`config.mk`:
```
export PLATFORM = sky130hd
export DESIGN_NAME = tcp_timer
export DESIGN_NICKNAME = d
export VERILOG_FILES = /design/src/logic/tcp_pkg.sv /design/src/logic/tcp_timer.sv /design/src/logic/tcp_sync.sv /design/src/logic/tcp_chan.sv
export VERILOG_INCLUDE_DIRS = /design/src /design/src/logic
export SDC_FILE = /design/constraint.sdc
export NUM_CORES = 1
export LEC_CHECK = 0
export BUFFER_PORTS_ARGS = -buffer_cell sky130_fd_sc_hd__buf_2
export CORE_UTILIZATION = 53
export DETAILED_ROUTE_END_ITERATION = 10
export MAX_ROUTING_LAYER = met4
export PLACE_DENSITY = 0.7
export SETUP_SLACK_MARGIN = 0.4
export SYNTH_ARGS = -nofsm -noshare
export SYNTH_HDL_FRONTEND = slang
export SYNTH_SLANG_ARGS = --single-unit
```
`constraint.sdc`:
```
create_clock -name clk -period 6.9 [get_ports clk]
set_input_delay 0.345 -clock clk [delete_from_list [all_inputs] [get_ports clk]]
set_output_delay 0.345 -clock clk [all_outputs]
set_load 0.02 [all_outputs]
```
`src/logic/tcp_consts.svh`:
```
// tcp_consts.svh - register map, field positions and codes of the timer block
// assumes inclusion by every timer source file; definitions only
// Overview of operation
// - channel value writes direct only in capture or with clock off
// - pwm value loads when counter reaches top
// - control write clears byte-pair coherency state
// - clock select 1:1 picks external clock pin
// - position bit moves channels 0,1 to alternates
// - prescaler divides by 1 to 128
// - bus, fixed or external source; fixed synchronised
// - 16-bit counter, free, modulo up or up-down
// - one flag per channel plus terminal count
// - center-align bit forces all channels center pwm
// - debug mode halts all counting
// - runs in wait; stops with clocks
// - capture copies counter on chosen edge, flags
// - compare match flags and clears, sets, toggles
// - edge pwm period modulo plus one, polarity
// - center pwm counts up then down
// - modulo 0x0000 or 0xffff means free running
// - counter reads never disturb counting
// - any counter byte write clears counter
// - one to eight channels, one pin each
// - high-true edge pwm: high at zero, low match
// - center pwm: clear up-match, set down-match
// - toggle mode keeps old level until match
// - capture pins pass synchroniser before edge detect
`ifndef TCP_CONSTS_SVH
`define TCP_CONSTS_SVH

`define TCP_A_SC     6'h00
`define TCP_A_CNTH   6'h01
`define TCP_A_CNTL   6'h02
`define TCP_A_MODH   6'h03
`define TCP_A_MODL   6'h04
`define TCP_A_OPT    6'h05
`define TCP_CH_SC    2'h0
`define TCP_CH_VH    2'h1
`define TCP_CH_VL    2'h2

`define TCP_SC_TOF   7
`define TCP_SC_TOIE  6
`define TCP_SC_CENTER_ALIGN_SELECT 5
`define TCP_SC_CLOCK_SOURCE_SELECT  4:3
`define TCP_SC_PS    2:0
`define TCP_CS_FLAG  7
`define TCP_CS_IE    6
`define TCP_CS_MS    5:4
`define TCP_CS_ELS   3:2
`define TCP_OPT_POS  0

`define TCP_CLK_OFF  2'h0
`define TCP_CLK_BUS  2'h1
`define TCP_CLK_FIX  2'h2
`define TCP_CLK_EXT  2'h3
`define TCP_MS_CAP   2'h0
`define TCP_MS_CMP   2'h1
`define TCP_ELS_NONE 2'h0
`define TCP_OC_TOG   2'h1
`define TCP_OC_CLR   2'h2
`define TCP_OC_SET   2'h3
`define TCP_ALT_MASK 8'h03

`define TCP_CNT_ZERO 16'h0000
`define TCP_CNT_ONE  16'h0001
`define TCP_CNT_MAX  16'hffff
`define TCP_BYTE_0   8'h00

`endif

```
`src/logic/tcp_pkg.sv`:
```
// tcp_pkg.sv - types shared by the timer block
// assumes nothing beyond the constants header
package tcp_pkg;
  typedef enum logic [4:0] {
    TCP_MODE_OFF  = 5'h01,
    TCP_MODE_CAP  = 5'h02,
    TCP_MODE_CMP  = 5'h04,
    TCP_MODE_EDGE_ALIGNED_PWM = 5'h08,
    TCP_MODE_CENTER_ALIGNED_PWM = 5'h10
  } tcp_mode_type;
endpackage

```
`src/logic/tcp_timer.sv`:
```
// tcp_timer.sv - 16-bit timer with capture, compare, edge and center pwm channels
// assumes byte register port on clk; pins and clock inputs asynchronous to clk
//
// Local design decisions: the strobed register port and the address map.
`timescale 1ns/10ps
`default_nettype none
`include "tcp_consts.svh"

module tcp_timer #(
  parameter int NCH = 2
) (
  input  wire logic           clk,
  input  wire logic           rst,
  input  wire logic [5:0]     addr,
  input  wire logic [7:0]     wdata,
  input  wire logic           wr,
  input  wire logic           rd,
  output logic      [7:0]     rdata,
  input  wire logic           bdm_active,
  input  wire logic           fixed_clk_in,
  input  wire logic           ext_clk_in,
  input  wire logic [NCH-1:0] chan_pin_in,
  output logic      [NCH-1:0] chan_pin_out,
  output logic      [NCH-1:0] chan_pin_oe,
  input  wire logic [1:0]     alt_pin_in,
  output logic      [1:0]     alt_pin_out,
  output logic      [1:0]     alt_pin_oe,
  output logic                irq
);
  // control and counter state
  logic        tof_reg, toie_reg, center_align_select_reg, pos_reg;
  logic [1:0]  clock_source_select_reg;
  logic [2:0]  ps_reg;
  logic [6:0]  pre_reg, pre_next;
  logic [15:0] cnt_reg, cnt_next, mod_reg;
  logic [7:0]  mod_hi_reg;
  logic        mod_pend_reg, down_reg, down_next, step_reg;
  logic        fix_prev_reg, ext_prev_reg;

  // synchronised pins
  logic [NCH+3:0] sync_q;
  wire logic [NCH-1:0] chan_s = sync_q[NCH-1:0];
  wire logic [1:0]     alt_s  = sync_q[NCH+1:NCH];
  wire logic           ext_s  = sync_q[NCH+2];
  wire logic           fix_s  = sync_q[NCH+3];

  tcp_sync #(
    .W(NCH + 4)
  ) u_sync (
    .clk(clk),
    .rst(rst),
    .d  ({fixed_clk_in, ext_clk_in, alt_pin_in, chan_pin_in}),
    .q  (sync_q)
  );

  // register decode
  wire logic       wr_sc   = wr & (addr == `TCP_A_SC);
  wire logic       cnt_wr  = wr & ((addr == `TCP_A_CNTH) | (addr == `TCP_A_CNTL));
  wire logic       wr_modh = wr & (addr == `TCP_A_MODH);
  wire logic       wr_modl = wr & (addr == `TCP_A_MODL);
  wire logic       wr_opt  = wr & (addr == `TCP_A_OPT);
  wire logic [2:0] ch_idx  = addr[4:2];
  wire logic       ch_hit  = addr[5] & (32'(ch_idx) < NCH);

  // clock source and prescaler
  wire logic fix_rise = fix_s & ~fix_prev_reg;
  wire logic ext_rise = ext_s & ~ext_prev_reg;
  wire logic src_pulse = (clock_source_select_reg == `TCP_CLK_BUS) ? 1'h1 :
                         (clock_source_select_reg == `TCP_CLK_FIX) ? fix_rise :
                         (clock_source_select_reg == `TCP_CLK_EXT) ? ext_rise :
                         1'h0;
  wire logic       run      = src_pulse & ~bdm_active;
  wire logic [6:0] ps_mask  = ~(7'h7f << ps_reg);
  wire logic       cnt_tick = run & ((pre_reg & ps_mask) == ps_mask);

  // counter limits
  wire logic mod_free = (mod_reg == `TCP_CNT_ZERO) | (mod_reg == `TCP_CNT_MAX);
  wire logic [15:0] top_w = mod_free ? `TCP_CNT_MAX : mod_reg;
  wire logic at_top  = (cnt_reg >= top_w);
  wire logic at_zero = (cnt_reg == `TCP_CNT_ZERO);
  wire logic tof_set = cnt_tick & at_top & (~center_align_select_reg | ~down_reg);
  wire logic pwm_load = step_reg & (cnt_reg == top_w) & ~down_reg;

  always_comb begin
    pre_next = pre_reg;
    if (cnt_wr)
      pre_next = 7'h00;
    else if (run)
      pre_next = 7'(pre_reg + 7'h01);
  end

  always_comb begin
    cnt_next  = cnt_reg;
    down_next = down_reg;
    if (cnt_wr) begin
      cnt_next  = `TCP_CNT_ZERO;
      down_next = 1'h0;
    end else if (cnt_tick) begin
      if (~center_align_select_reg) begin
        cnt_next  = at_top ? `TCP_CNT_ZERO : 16'(cnt_reg + `TCP_CNT_ONE);
        down_next = 1'h0;
      end else if (~down_reg) begin
        cnt_next  = at_top ? 16'(cnt_reg - `TCP_CNT_ONE)
                           : 16'(cnt_reg + `TCP_CNT_ONE);
        down_next = at_top;
      end else begin
        cnt_next  = at_zero ? 16'(cnt_reg + `TCP_CNT_ONE)
                            : 16'(cnt_reg - `TCP_CNT_ONE);
        down_next = ~at_zero;
      end
    end
  end

  always_ff @(posedge clk or posedge rst) begin
    if (rst) begin
      pre_reg      <= 7'h00;
      cnt_reg      <= `TCP_CNT_ZERO;
      down_reg     <= 1'h0;
      step_reg     <= 1'h0;
      fix_prev_reg <= 1'h0;
      ext_prev_reg <= 1'h0;
    end else begin
      pre_reg      <= pre_next;
      cnt_reg      <= cnt_next;
      down_reg     <= down_next;
      step_reg     <= cnt_tick & ~cnt_wr;
      fix_prev_reg <= fix_s;
      ext_prev_reg <= ext_s;
    end
  end

  // module status and control, modulo pair, options
  always_ff @(posedge clk or posedge rst) begin
    if (rst) begin
      tof_reg      <= 1'h0;
      toie_reg     <= 1'h0;
      center_align_select_reg    <= 1'h0;
      clock_source_select_reg     <= `TCP_CLK_OFF;
      ps_reg       <= 3'h0;
      mod_reg      <= `TCP_CNT_ZERO;
      mod_hi_reg   <= `TCP_BYTE_0;
      mod_pend_reg <= 1'h0;
      pos_reg      <= 1'h0;
    end else begin
      tof_reg <= tof_set | (tof_reg & ~(wr_sc & ~wdata[`TCP_SC_TOF]));
      if (wr_sc) begin
        toie_reg  <= wdata[`TCP_SC_TOIE];
        center_align_select_reg <= wdata[`TCP_SC_CENTER_ALIGN_SELECT];
        clock_source_select_reg  <= wdata[`TCP_SC_CLOCK_SOURCE_SELECT];
        ps_reg    <= wdata[`TCP_SC_PS];
      end
      if (wr_modh)
        mod_hi_reg <= wdata;
      if (wr_modl & mod_pend_reg)
        mod_reg <= {mod_hi_reg, wdata};
      mod_pend_reg <= ~wr_sc & (wr_modh | (mod_pend_reg & ~wr_modl));
      if (wr_opt)
        pos_reg <= wdata[`TCP_OPT_POS];
    end
  end

  // channels
  logic [7:0][15:0] ch_val_all;
  logic [7:0][7:0]  ch_sc_all;
  logic [7:0]       ch_pin_w, ch_oe_w, ch_irq_w;
  wire logic [7:0]  pin_s8 = 8'(chan_s);
  wire logic [7:0]  ch_in_all = pos_reg ? {pin_s8[7:2], alt_s} : pin_s8;

  for (genvar i = 0; i < 8; i++) begin : g_ch
    if (i < NCH) begin : g_on
      logic                  flag_reg, ie_reg, flag_set_w;
      logic [1:0]            ms_reg, els_reg;
      tcp_pkg::tcp_mode_type ch_mode;
      wire logic wr_ch = wr & addr[5] & (ch_idx == 3'(i));
      wire logic wr_cs = wr_ch & (addr[1:0] == `TCP_CH_SC);

      assign ch_mode = (clock_source_select_reg == `TCP_CLK_OFF) ? tcp_pkg::TCP_MODE_OFF  :
                       center_align_select_reg                  ? tcp_pkg::TCP_MODE_CENTER_ALIGNED_PWM :
                       (ms_reg == `TCP_MS_CAP)    ? tcp_pkg::TCP_MODE_CAP  :
                       (ms_reg == `TCP_MS_CMP)    ? tcp_pkg::TCP_MODE_CMP  :
                       tcp_pkg::TCP_MODE_EDGE_ALIGNED_PWM;

      tcp_chan u_chan (
        .clk     (clk),
        .rst     (rst),
        .mode    (ch_mode),
        .els     (els_reg),
        .cnt     (cnt_reg),
        .step    (step_reg),
        .down    (down_reg),
        .pwm_load(pwm_load),
        .wr_hi   (wr_ch & (addr[1:0] == `TCP_CH_VH)),
        .wr_lo   (wr_ch & (addr[1:0] == `TCP_CH_VL)),
        .coh_clr (wr_sc),
        .wdata   (wdata),
        .pin_in  (ch_in_all[i]),
        .val     (ch_val_all[i]),
        .flag_set(flag_set_w),
        .pin_out (ch_pin_w[i]),
        .pin_oe  (ch_oe_w[i])
      );

      always_ff @(posedge clk or posedge rst) begin
        if (rst) begin
          flag_reg <= 1'h0;
          ie_reg   <= 1'h0;
          ms_reg   <= `TCP_MS_CAP;
          els_reg  <= `TCP_ELS_NONE;
        end else begin
          flag_reg <= flag_set_w | (flag_reg & ~(wr_cs & ~wdata[`TCP_CS_FLAG]));
          if (wr_cs) begin
            ie_reg  <= wdata[`TCP_CS_IE];
            ms_reg  <= wdata[`TCP_CS_MS];
            els_reg <= wdata[`TCP_CS_ELS];
          end
        end
      end

      assign ch_sc_all[i] = {flag_reg, ie_reg, ms_reg, els_reg, 2'h0};
      assign ch_irq_w[i]  = flag_reg & ie_reg;
    end else begin : g_off
      assign ch_val_all[i] = `TCP_CNT_ZERO;
      assign ch_sc_all[i]  = `TCP_BYTE_0;
      assign ch_pin_w[i]   = 1'h0;
      assign ch_oe_w[i]    = 1'h0;
      assign ch_irq_w[i]   = 1'h0;
    end
  end

  // pin routing and read data
  wire logic [7:0] def_oe_w = ch_oe_w & ~(`TCP_ALT_MASK & {8{pos_reg}});
  wire logic [1:0] alt_oe_w = ch_oe_w[1:0] & {2{pos_reg}};
  wire logic [7:0] sc_byte  = {tof_reg, toie_reg, center_align_select_reg, clock_source_select_reg, ps_reg};
  wire logic [15:0] sel_val = ch_val_all[ch_idx];
  wire logic [7:0] rd_mux =
    (addr == `TCP_A_SC)   ? sc_byte :
    (addr == `TCP_A_CNTH) ? cnt_reg[15:8] :
    (addr == `TCP_A_CNTL) ? cnt_reg[7:0] :
    (addr == `TCP_A_MODH) ? mod_reg[15:8] :
    (addr == `TCP_A_MODL) ? mod_reg[7:0] :
    (addr == `TCP_A_OPT)  ? {7'h00, pos_reg} :
    (ch_hit && (addr[1:0] == `TCP_CH_SC)) ? ch_sc_all[ch_idx] :
    (ch_hit && (addr[1:0] == `TCP_CH_VH)) ? sel_val[15:8] :
    (ch_hit && (addr[1:0] == `TCP_CH_VL)) ? sel_val[7:0] :
    `TCP_BYTE_0;
  wire logic irq_w = (tof_reg & toie_reg) | (|ch_irq_w);

  always_ff @(posedge clk or posedge rst) begin
    if (rst) begin
      rdata        <= `TCP_BYTE_0;
      irq          <= 1'h0;
      chan_pin_out <= '0;
      chan_pin_oe  <= '0;
      alt_pin_out  <= 2'h0;
      alt_pin_oe   <= 2'h0;
    end else begin
      rdata        <= rd ? rd_mux : `TCP_BYTE_0;
      irq          <= irq_w;
      chan_pin_out <= ch_pin_w[NCH-1:0];
      chan_pin_oe  <= def_oe_w[NCH-1:0];
      alt_pin_out  <= ch_pin_w[1:0];
      alt_pin_oe   <= alt_oe_w;
    end
  end
endmodule

`default_nettype wire

```
`src/logic/tcp_sync.sv`:
```
// tcp_sync.sv - two-stage synchroniser for pin levels
// assumes inputs asynchronous to clk
`timescale 1ns/10ps
`default_nettype none

module tcp_sync #(
  parameter int W = 1
) (
  input  wire logic         clk,
  input  wire logic         rst,
  input  wire logic [W-1:0] d,
  output logic      [W-1:0] q
);
  logic [W-1:0] meta_reg;

  always_ff @(posedge clk or posedge rst) begin
    if (rst) begin
      meta_reg <= '0;
      q        <= '0;
    end else begin
      meta_reg <= d;
      q        <= meta_reg;
    end
  end
endmodule

`default_nettype wire

```
`src/logic/tcp_chan.sv`:
```
// tcp_chan.sv - one timer channel: value register, capture, compare and pwm pin
// assumes counter, step strobe and synchronised pin from the timer top
`timescale 1ns/10ps
`default_nettype none
`include "tcp_consts.svh"

module tcp_chan (
  input  wire logic                  clk,
  input  wire logic                  rst,
  input  wire tcp_pkg::tcp_mode_type mode,
  input  wire logic [1:0]            els,
  input  wire logic [15:0]           cnt,
  input  wire logic                  step,
  input  wire logic                  down,
  input  wire logic                  pwm_load,
  input  wire logic                  wr_hi,
  input  wire logic                  wr_lo,
  input  wire logic                  coh_clr,
  input  wire logic [7:0]            wdata,
  input  wire logic                  pin_in,
  output logic      [15:0]           val,
  output logic                       flag_set,
  output logic                       pin_out,
  output logic                       pin_oe
);
  logic [15:0] val_reg, val_next, buf_reg;
  logic        hi_pend_reg, load_pend_reg, prev_reg, pin_reg, pin_next;

  wire logic is_cap    = (mode == tcp_pkg::TCP_MODE_CAP);
  wire logic is_cmp    = (mode == tcp_pkg::TCP_MODE_CMP);
  wire logic is_out    = is_cmp | (mode == tcp_pkg::TCP_MODE_EDGE_ALIGNED_PWM)
                         | (mode == tcp_pkg::TCP_MODE_CENTER_ALIGNED_PWM);
  wire logic direct    = is_cap | (mode == tcp_pkg::TCP_MODE_OFF);
  wire logic pair_done = wr_lo & hi_pend_reg;
  wire logic match     = step & (cnt == val_reg);
  wire logic rise      = pin_in & ~prev_reg;
  wire logic fall      = ~pin_in & prev_reg;
  wire logic cap_evt   = is_cap & ((els[0] & rise) | (els[1] & fall));
  wire logic take      = is_cmp ? step : pwm_load;
  wire logic do_load   = load_pend_reg & ~direct & take;

  always_comb begin
    val_next = val_reg;
    if (cap_evt)
      val_next = cnt;
    else if (pair_done & direct)
      val_next = {buf_reg[15:8], wdata};
    else if (do_load)
      val_next = buf_reg;
  end

  always_comb begin
    pin_next = pin_reg;
    case (mode)
      tcp_pkg::TCP_MODE_CMP: begin
        if (match) begin
          case (els)
            `TCP_OC_TOG: pin_next = ~pin_reg;
            `TCP_OC_CLR: pin_next = 1'h0;
            `TCP_OC_SET: pin_next = 1'h1;
            default:     pin_next = pin_reg;
          endcase
        end
      end
      tcp_pkg::TCP_MODE_EDGE_ALIGNED_PWM: begin
        if (step & (cnt == `TCP_CNT_ZERO))
          pin_next = ~els[0];
        if (match)
          pin_next = els[0];
      end
      tcp_pkg::TCP_MODE_CENTER_ALIGNED_PWM: begin
        if (match)
          pin_next = down ? ~els[0] : els[0];
      end
      default: pin_next = pin_reg;
    endcase
  end

  always_ff @(posedge clk or posedge rst) begin
    if (rst) begin
      val_reg       <= `TCP_CNT_ZERO;
      buf_reg       <= `TCP_CNT_ZERO;
      hi_pend_reg   <= 1'h0;
      load_pend_reg <= 1'h0;
      prev_reg      <= 1'h0;
      pin_reg       <= 1'h0;
    end else begin
      val_reg       <= val_next;
      if (wr_hi)
        buf_reg[15:8] <= wdata;
      if (wr_lo)
        buf_reg[7:0] <= wdata;
      hi_pend_reg   <= ~coh_clr & (wr_hi | (hi_pend_reg & ~wr_lo));
      load_pend_reg <= ~coh_clr & ((pair_done & ~direct) | (load_pend_reg & ~do_load));
      prev_reg      <= pin_in;
      pin_reg       <= pin_next;
    end
  end

  assign val      = val_reg;
  assign flag_set = cap_evt | (match & is_out);
  assign pin_out  = pin_reg;
  assign pin_oe   = is_out & (els != `TCP_ELS_NONE);
endmodule

`default_nettype wire

```
* Word-level counts from Yosys, hierarchy flattened
Cells that the tools add are included.
** Storage, ports and cells
- Register bits :: 172
- Logic and storage cells :: 302
** Operators by class
- Bitwise gates (word level) :: 125
- Eq/ne operators :: 42
- Order comparisons :: 3
- Muxes and demuxes :: 62
- Reductions and logical operators :: 22
- Shifts and indexed selects :: 1
- Add/subtract/negate cells :: 3
** Operators by type and width (count)
- $mux 16 :: 15
- $mux 8 :: 11
- $and 1x1->1 :: 71
- $bmux 16 s3 :: 1
- $eq 16x16->1 :: 3
- $logic_not 16->1 :: 2
- $not 1->1 :: 27
- $bmux 8 s3 :: 1
- $or 1x1->1 :: 22
- $mux 5 :: 4
- $mux 1 :: 19
- $add 16x1->16 const B :: 1
- $eq 16x16->1 const B :: 1
- $ge 16x16->1 :: 1
- $mux 4 :: 4
- $sub 16x1->16 const B :: 1
- $eq 2x2->1 const B :: 7
- $mux 7 :: 2
- $eq 2x1->1 const B :: 6
- $eq 6x2->1 const B :: 2
- $eq 6x3->1 const B :: 2
- $pmux 1 s3 :: 4
- $reduce_bool 3->1 :: 4
- $eq 5x1->1 const B :: 2
- other kinds (27) :: 45

* Depth between registers and ports, before layout
- Depth in word-level cells :: 14
- Mapped depth :: 15
- Gate-level depth less buffers :: 12

* By module
Synthesis repeated with hierarchy kept, for this count alone.
** Unflattened totals
- Cell total of the unflattened synthesis :: 989
- Area, all modules :: 10311.1 µm²
** By module, submodules not included
- tcp_timer :: area each 5500.3 µm², cells an instance 558, instances 1, sequential area each 2202.1 µm²
- tcp_chan at g_ch[1].g_on.u_chan :: area each 2254.7 µm², cells an instance 209, instances 1, sequential area each 900.9 µm²
- tcp_chan at g_ch[0].g_on.u_chan :: area each 2252.2 µm², cells an instance 209, instances 1, sequential area each 900.9 µm²
- tcp_sync :: area each 304.0 µm², cells an instance 13, instances 1, sequential area each 300.3 µm²

* Worst setup path after synthesis
Ideal clock, no wire load.
- Path type :: reg2reg
- From :: reg mod_reg[15]
- To :: reg g_ch[0].g_on.u_chan.val_reg[0]
- Arrival time :: 3.589 ns
- Library setup time :: 0.125 ns
- Path slack :: 3.185 ns
- Stages on the path, launching flop included :: 15
- Period minus slack after synthesis :: 3.715 ns
- Buffers on the path :: 3
- Cell sequence :: dfrtp_1 > nand4_1 > or4_1 > nand2_1 > clkbuf_1 > nor2_1 > ha_1 > nand4_1 > or4_1 > or3_4 > a21oi_2 > or3_1 > buf_6 > buf_12 > mux2_4
** On the way
- Longest elaborated chain between the ends :: 9
** RTL lines
- from (decl) :: RTL line tcp_timer.sv:35 : logic [15:0] cnt_reg, cnt_next, mod_reg;
- from (signal assigned) :: RTL line tcp_timer.sv:140 : mod_reg <= `TCP_CNT_ZERO;
- from (signal assigned) :: RTL line tcp_timer.sv:155 : mod_reg <= {mod_hi_reg, wdata};
- $eq 16x16->1 (no source line) or $logic_not 16->1 (tied branches)
- $or 1x1->1 :: RTL line tcp_timer.sv:77 : wire logic mod_free = (mod_reg == `TCP_CNT_ZERO) | (mod_reg == `TCP_CNT_MAX);
- $mux 16 * :: RTL line tcp_timer.sv:78 : wire logic [15:0] top_w = mod_free ? `TCP_CNT_MAX : mod_reg;
- $eq 16x16->1 * :: RTL line tcp_timer.sv:82 : wire logic pwm_load = step_reg & (cnt_reg == top_w) & ~down_reg;
- $and 1x1->1 * (2 in series) :: RTL line tcp_timer.sv:82
- $mux 1 * :: RTL line tcp_chan.sv:39 : wire logic take = is_cmp ? step : pwm_load;
- $and 1x1->1 * :: RTL line tcp_chan.sv:40 : wire logic do_load = load_pend_reg & ~direct & take;
- $reduce_bool 3->1 (no source line) *
- to (signal assigned) :: RTL line tcp_chan.sv:81 : val_reg <= `TCP_CNT_ZERO;
- to (signal assigned) :: RTL line tcp_chan.sv:88 : val_reg <= val_next;
- to (decl) :: RTL line tcp_chan.sv:26 : logic [15:0] val_reg, val_next, buf_reg;
Every way passes the cells marked *; elsewhere a longest branch is shown, timed or not.
A chain may end at the register's enable or synchronous reset.

* Worst setup path in the final report
- From :: reg mod_reg[9]
- To :: reg g_ch[0].g_on.u_chan.val_reg[4]
The elaborated chain is that of the path after synthesis.

==> results.md <==
* Outcome: complete, but fails checks
* Violations in the final reports: design-rule violations
* Utilization after layout at 0.595
* Sequential area share after synthesis at 0.436
* Count of filler cells inserted in the layout at 1528
* Unrepaired setup endpoints after global routing: no
* Mapped Nets at 1070
* Aggregate global-route resource usage at 0.316
* Data required time at the worst endpoint at 7240 ps
* Clock Latency Late Sink at 460 ps
* Cells along the critical path: nand4_1, or4_1, nand2_1, nor2_1, ha_1, nand4_1, or4_1, or3_4, a21oi_2, or3_1, mux2_2
* CTS H-tree lvls at 4
* Clk root buf: clkbuf_16
* Largest stage delay on the critical path at 890 ps
* Count of nets left with antenna violations after detail routing at 0
* Buffers & Inverters on Critical Path at 0
* Placed Area at 0.0101 mm²
* Gate count of the mapped netlist at 1021
* Synth Cell Area at 0.00988 mm²
* Cell row count at 49
* Starting Density at 0.545
* Slew Limit Headroom at 0.249
* Average wire per standard cell at 22.3 µm
* Buffers inserted during post-CTS setup optimization at 0
* Share of cells above drive strength 1 at 0.184
* Count of input and output buffers at 41
* WL final at 28400 µm
* Final HPWL DP at 19400 µm
* Post-synth ARST share at 1.00
* Final worst clock skew at 18.4 ps
* Hold Fails Final Rpt at 0
* Area enclosed by the die boundary at 0.0192 mm²
* Last weighted congestion value of the routability-driven placer at 0.966
* Count of inserted antenna diode cells at 0
* Number of flops mapped to enable cells by yosys at 0
* Setup TNS Final at 0 ps
* Setup-failing EPs final at 0
* Worst-path cell with the longest stage delay: or3_1
* Startpoint class of the critical path: flip-flop
* Shortest clock period the worst path allows after layout at 4650 ps
* Class of the worst hold path: primary input to asynchronous set/reset pin
* Ys Warns at 0
* Syn_area_per_cell at 9.68 µm²
* Worst IR drop on VDD at 172 µV
* Vias per cell at 6.32
* First-iteration detailed-routing DRC count at 677
* Max Fanout on Critical Path at 24
* Data arrival time of the critical path at 4990 ps
* Total of hold buffers inserted after clock tree synthesis at 6
* Via total after detailed routing at 8038
* DRC viols at 2
* Number of global-route vias before repair at 7749
* Crit. End Element: flip-flop
* Power density over cell area at 318 mW/mm²
* Highest Clock Rate at 215 MHz
* Final cycle utilization of the critical path at 0.674
* Maximum clock insertion buffer count at 2
* Number of buffers added by the clock tree synthesis step at 17
* Total of max-cap violations at 0
* Post-route cell area at 0.0108 mm²
* Overall overflow remaining after global route at 0
* Register clock-pin slew on the reported worst setup and hold paths at 80 ps
* Number of antenna violations at the first check in global routing at 0
* Placeable core region at 0.0181 mm²
* Final-stage net count at 1079
* CTS resizes at 0
* Cell type group with the largest total delay on the critical path: simple AND/OR/NAND/NOR gates
* Area overhead of the layout relative to synthesis at 9.34%
* Number of distinct library cells after synthesis at 79
* Final Slew Violations at 0
* Design Power at 3.44 mW
* Tightest Pin Transition at 1130 ps
* Width of the die at 139 µm
* 1st-pass router iterations at 8
* Number of flip-flops and latches in the synthesized netlist at 172
* Largest net degree at the start of global routing at 104
* Flip-flop cell with the highest count after synthesis: dfrtp_1
* I/O pin count at 42
* Die Ht at 139 µm
* Sink count of the clock tree at 172
* TritonCTS clock tree: done
* Type of the worst setup path: flip-flop to flip-flop
* Global-route wire length before repair at 44100 µm
* Static Leak at 4.78 nW
## cell type report
type | count | area [µm²] | share of cell area
Timing Repair Buffer | 59 | 355 | 0.0329
Sequential cell | 172 | 4300 | 0.398
Clock buffer | 17 | 425 | 0.0394
Tap cell | 229 | 287 | 0.0265
Clock inverter | 15 | 193 | 0.0178
Multi-Input combinational cell | 760 | 5160 | 0.478
Inverter | 20 | 80.1 | 0.00741
## routing by layer
layer	wire, µm	vias to the layer above	global-route usage	part of all wire
li1	-	3670	-	-
met1	11900	3932	0.399	0.42
met2	13500	352	0.495	0.48
met4	1040	0	0.156	0.037
met3	1960	84	0.0528	0.069
met5	0	-	-	0
## logic make-up (layout without fill, tap and decap cells)
logic type	after synthesis	in the layout	synth area share
simple gates	375	375	0.185
compound gates	200	200	0.139
flops	172	172	0.436
mux	110	110	0.122
buf+inv	89	111	0.0422
xor+xnor	51	51	0.0452
fa+ha+maj	24	24	0.0304
## path summary, 6_finish.rpt
kind | startpoint | endpoint | slack [ps] | cells after the start
hold / removal | rst | g_ch[0].g_on.u_chan.buf_reg[5] | 90 | 2
max in group asynchronous | rst | cnt_reg[13] | 5310 | 3
hold reg to reg | u_sync.meta_reg[2] | u_sync.q[2] | 350 | 0
setup reg to reg | mod_reg[9] | g_ch[0].g_on.u_chan.val[4] | 2250 | 11
min in group clk | rd | rdata[4] | 250 | 2
setup / recovery | mod_reg[9] | g_ch[0].g_on.u_chan.val[4] | 2250 | 11
## through the flow
| stage | instances | hold WS, ps | setup WS (ps) |
|---|---|---|---|
| after floorplan | 1021 | 331 | 1890 |
| after global placement | 1234 | 332 | 2430 |
| after detailed placement | 1234 | 336 | 2370 |
| after CTS | 1272 | 131 | 2330 |
| after global routing | 1272 | 198 | 2020 |
| final | 1272 | 89.7 | 2250 |
## placed cells by master (no fill, tap or decap), types with 9 or more instances in the layout
cell type | netlist | final
a21oi_1 | 49 | 49
a221oi_1 | 10 | 10
a22oi_1 | 9 | 9
a31oi_1 | 9 | 9
and3_1 | 13 | 13
buf_2 | 9 | 41
buf_4 | 4 | 12
clkbuf_16 | 0 | 17
dfrtp_1 | 172 | 172
ha_1 | 24 | 24
inv_1 | 18 | 17
mux2_2 | 69 | 69
mux2i_1 | 36 | 36
nand2_1 | 134 | 134
nand2b_1 | 12 | 12
nand3_1 | 27 | 27
nand4_1 | 23 | 23
nor2_1 | 74 | 74
nor3_1 | 31 | 31
o21ai_0 | 43 | 43
o22ai_1 | 13 | 13
xnor2_1 | 43 | 43
## where the power goes
group	internal, mW	switching, mW
Clock	0.496	0.494
Combinational	0.430	0.565
Sequential	1.17	0.278
## Yosys cell counts, types with 9 or more instances
library cell / number / area [µm²]
nand2b_1: 12 / 75.1
nand4_1: 23 / 144
a22oi_1: 9 / 67.6
a21oi_1: 49 / 245
dfrtp_1: 172 / 4300
nor3_1: 31 / 155
xnor2_1: 43 / 377
mux2_2: 69 / 777
mux2i_1: 36 / 360
inv_1: 18 / 67.6
buf_2: 9 / 45.0
a31oi_1: 9 / 56.3
nor2_1: 74 / 278
a221oi_1: 10 / 87.6
nand3_1: 27 / 135
and3_1: 13 / 81.3
o22ai_1: 13 / 81.3
o21ai_0: 43 / 215
nand2_1: 134 / 503
clkbuf_1: 47 / 176
ha_1: 24 / 300
No activity file was read; power rests on OpenSTA's default activity.
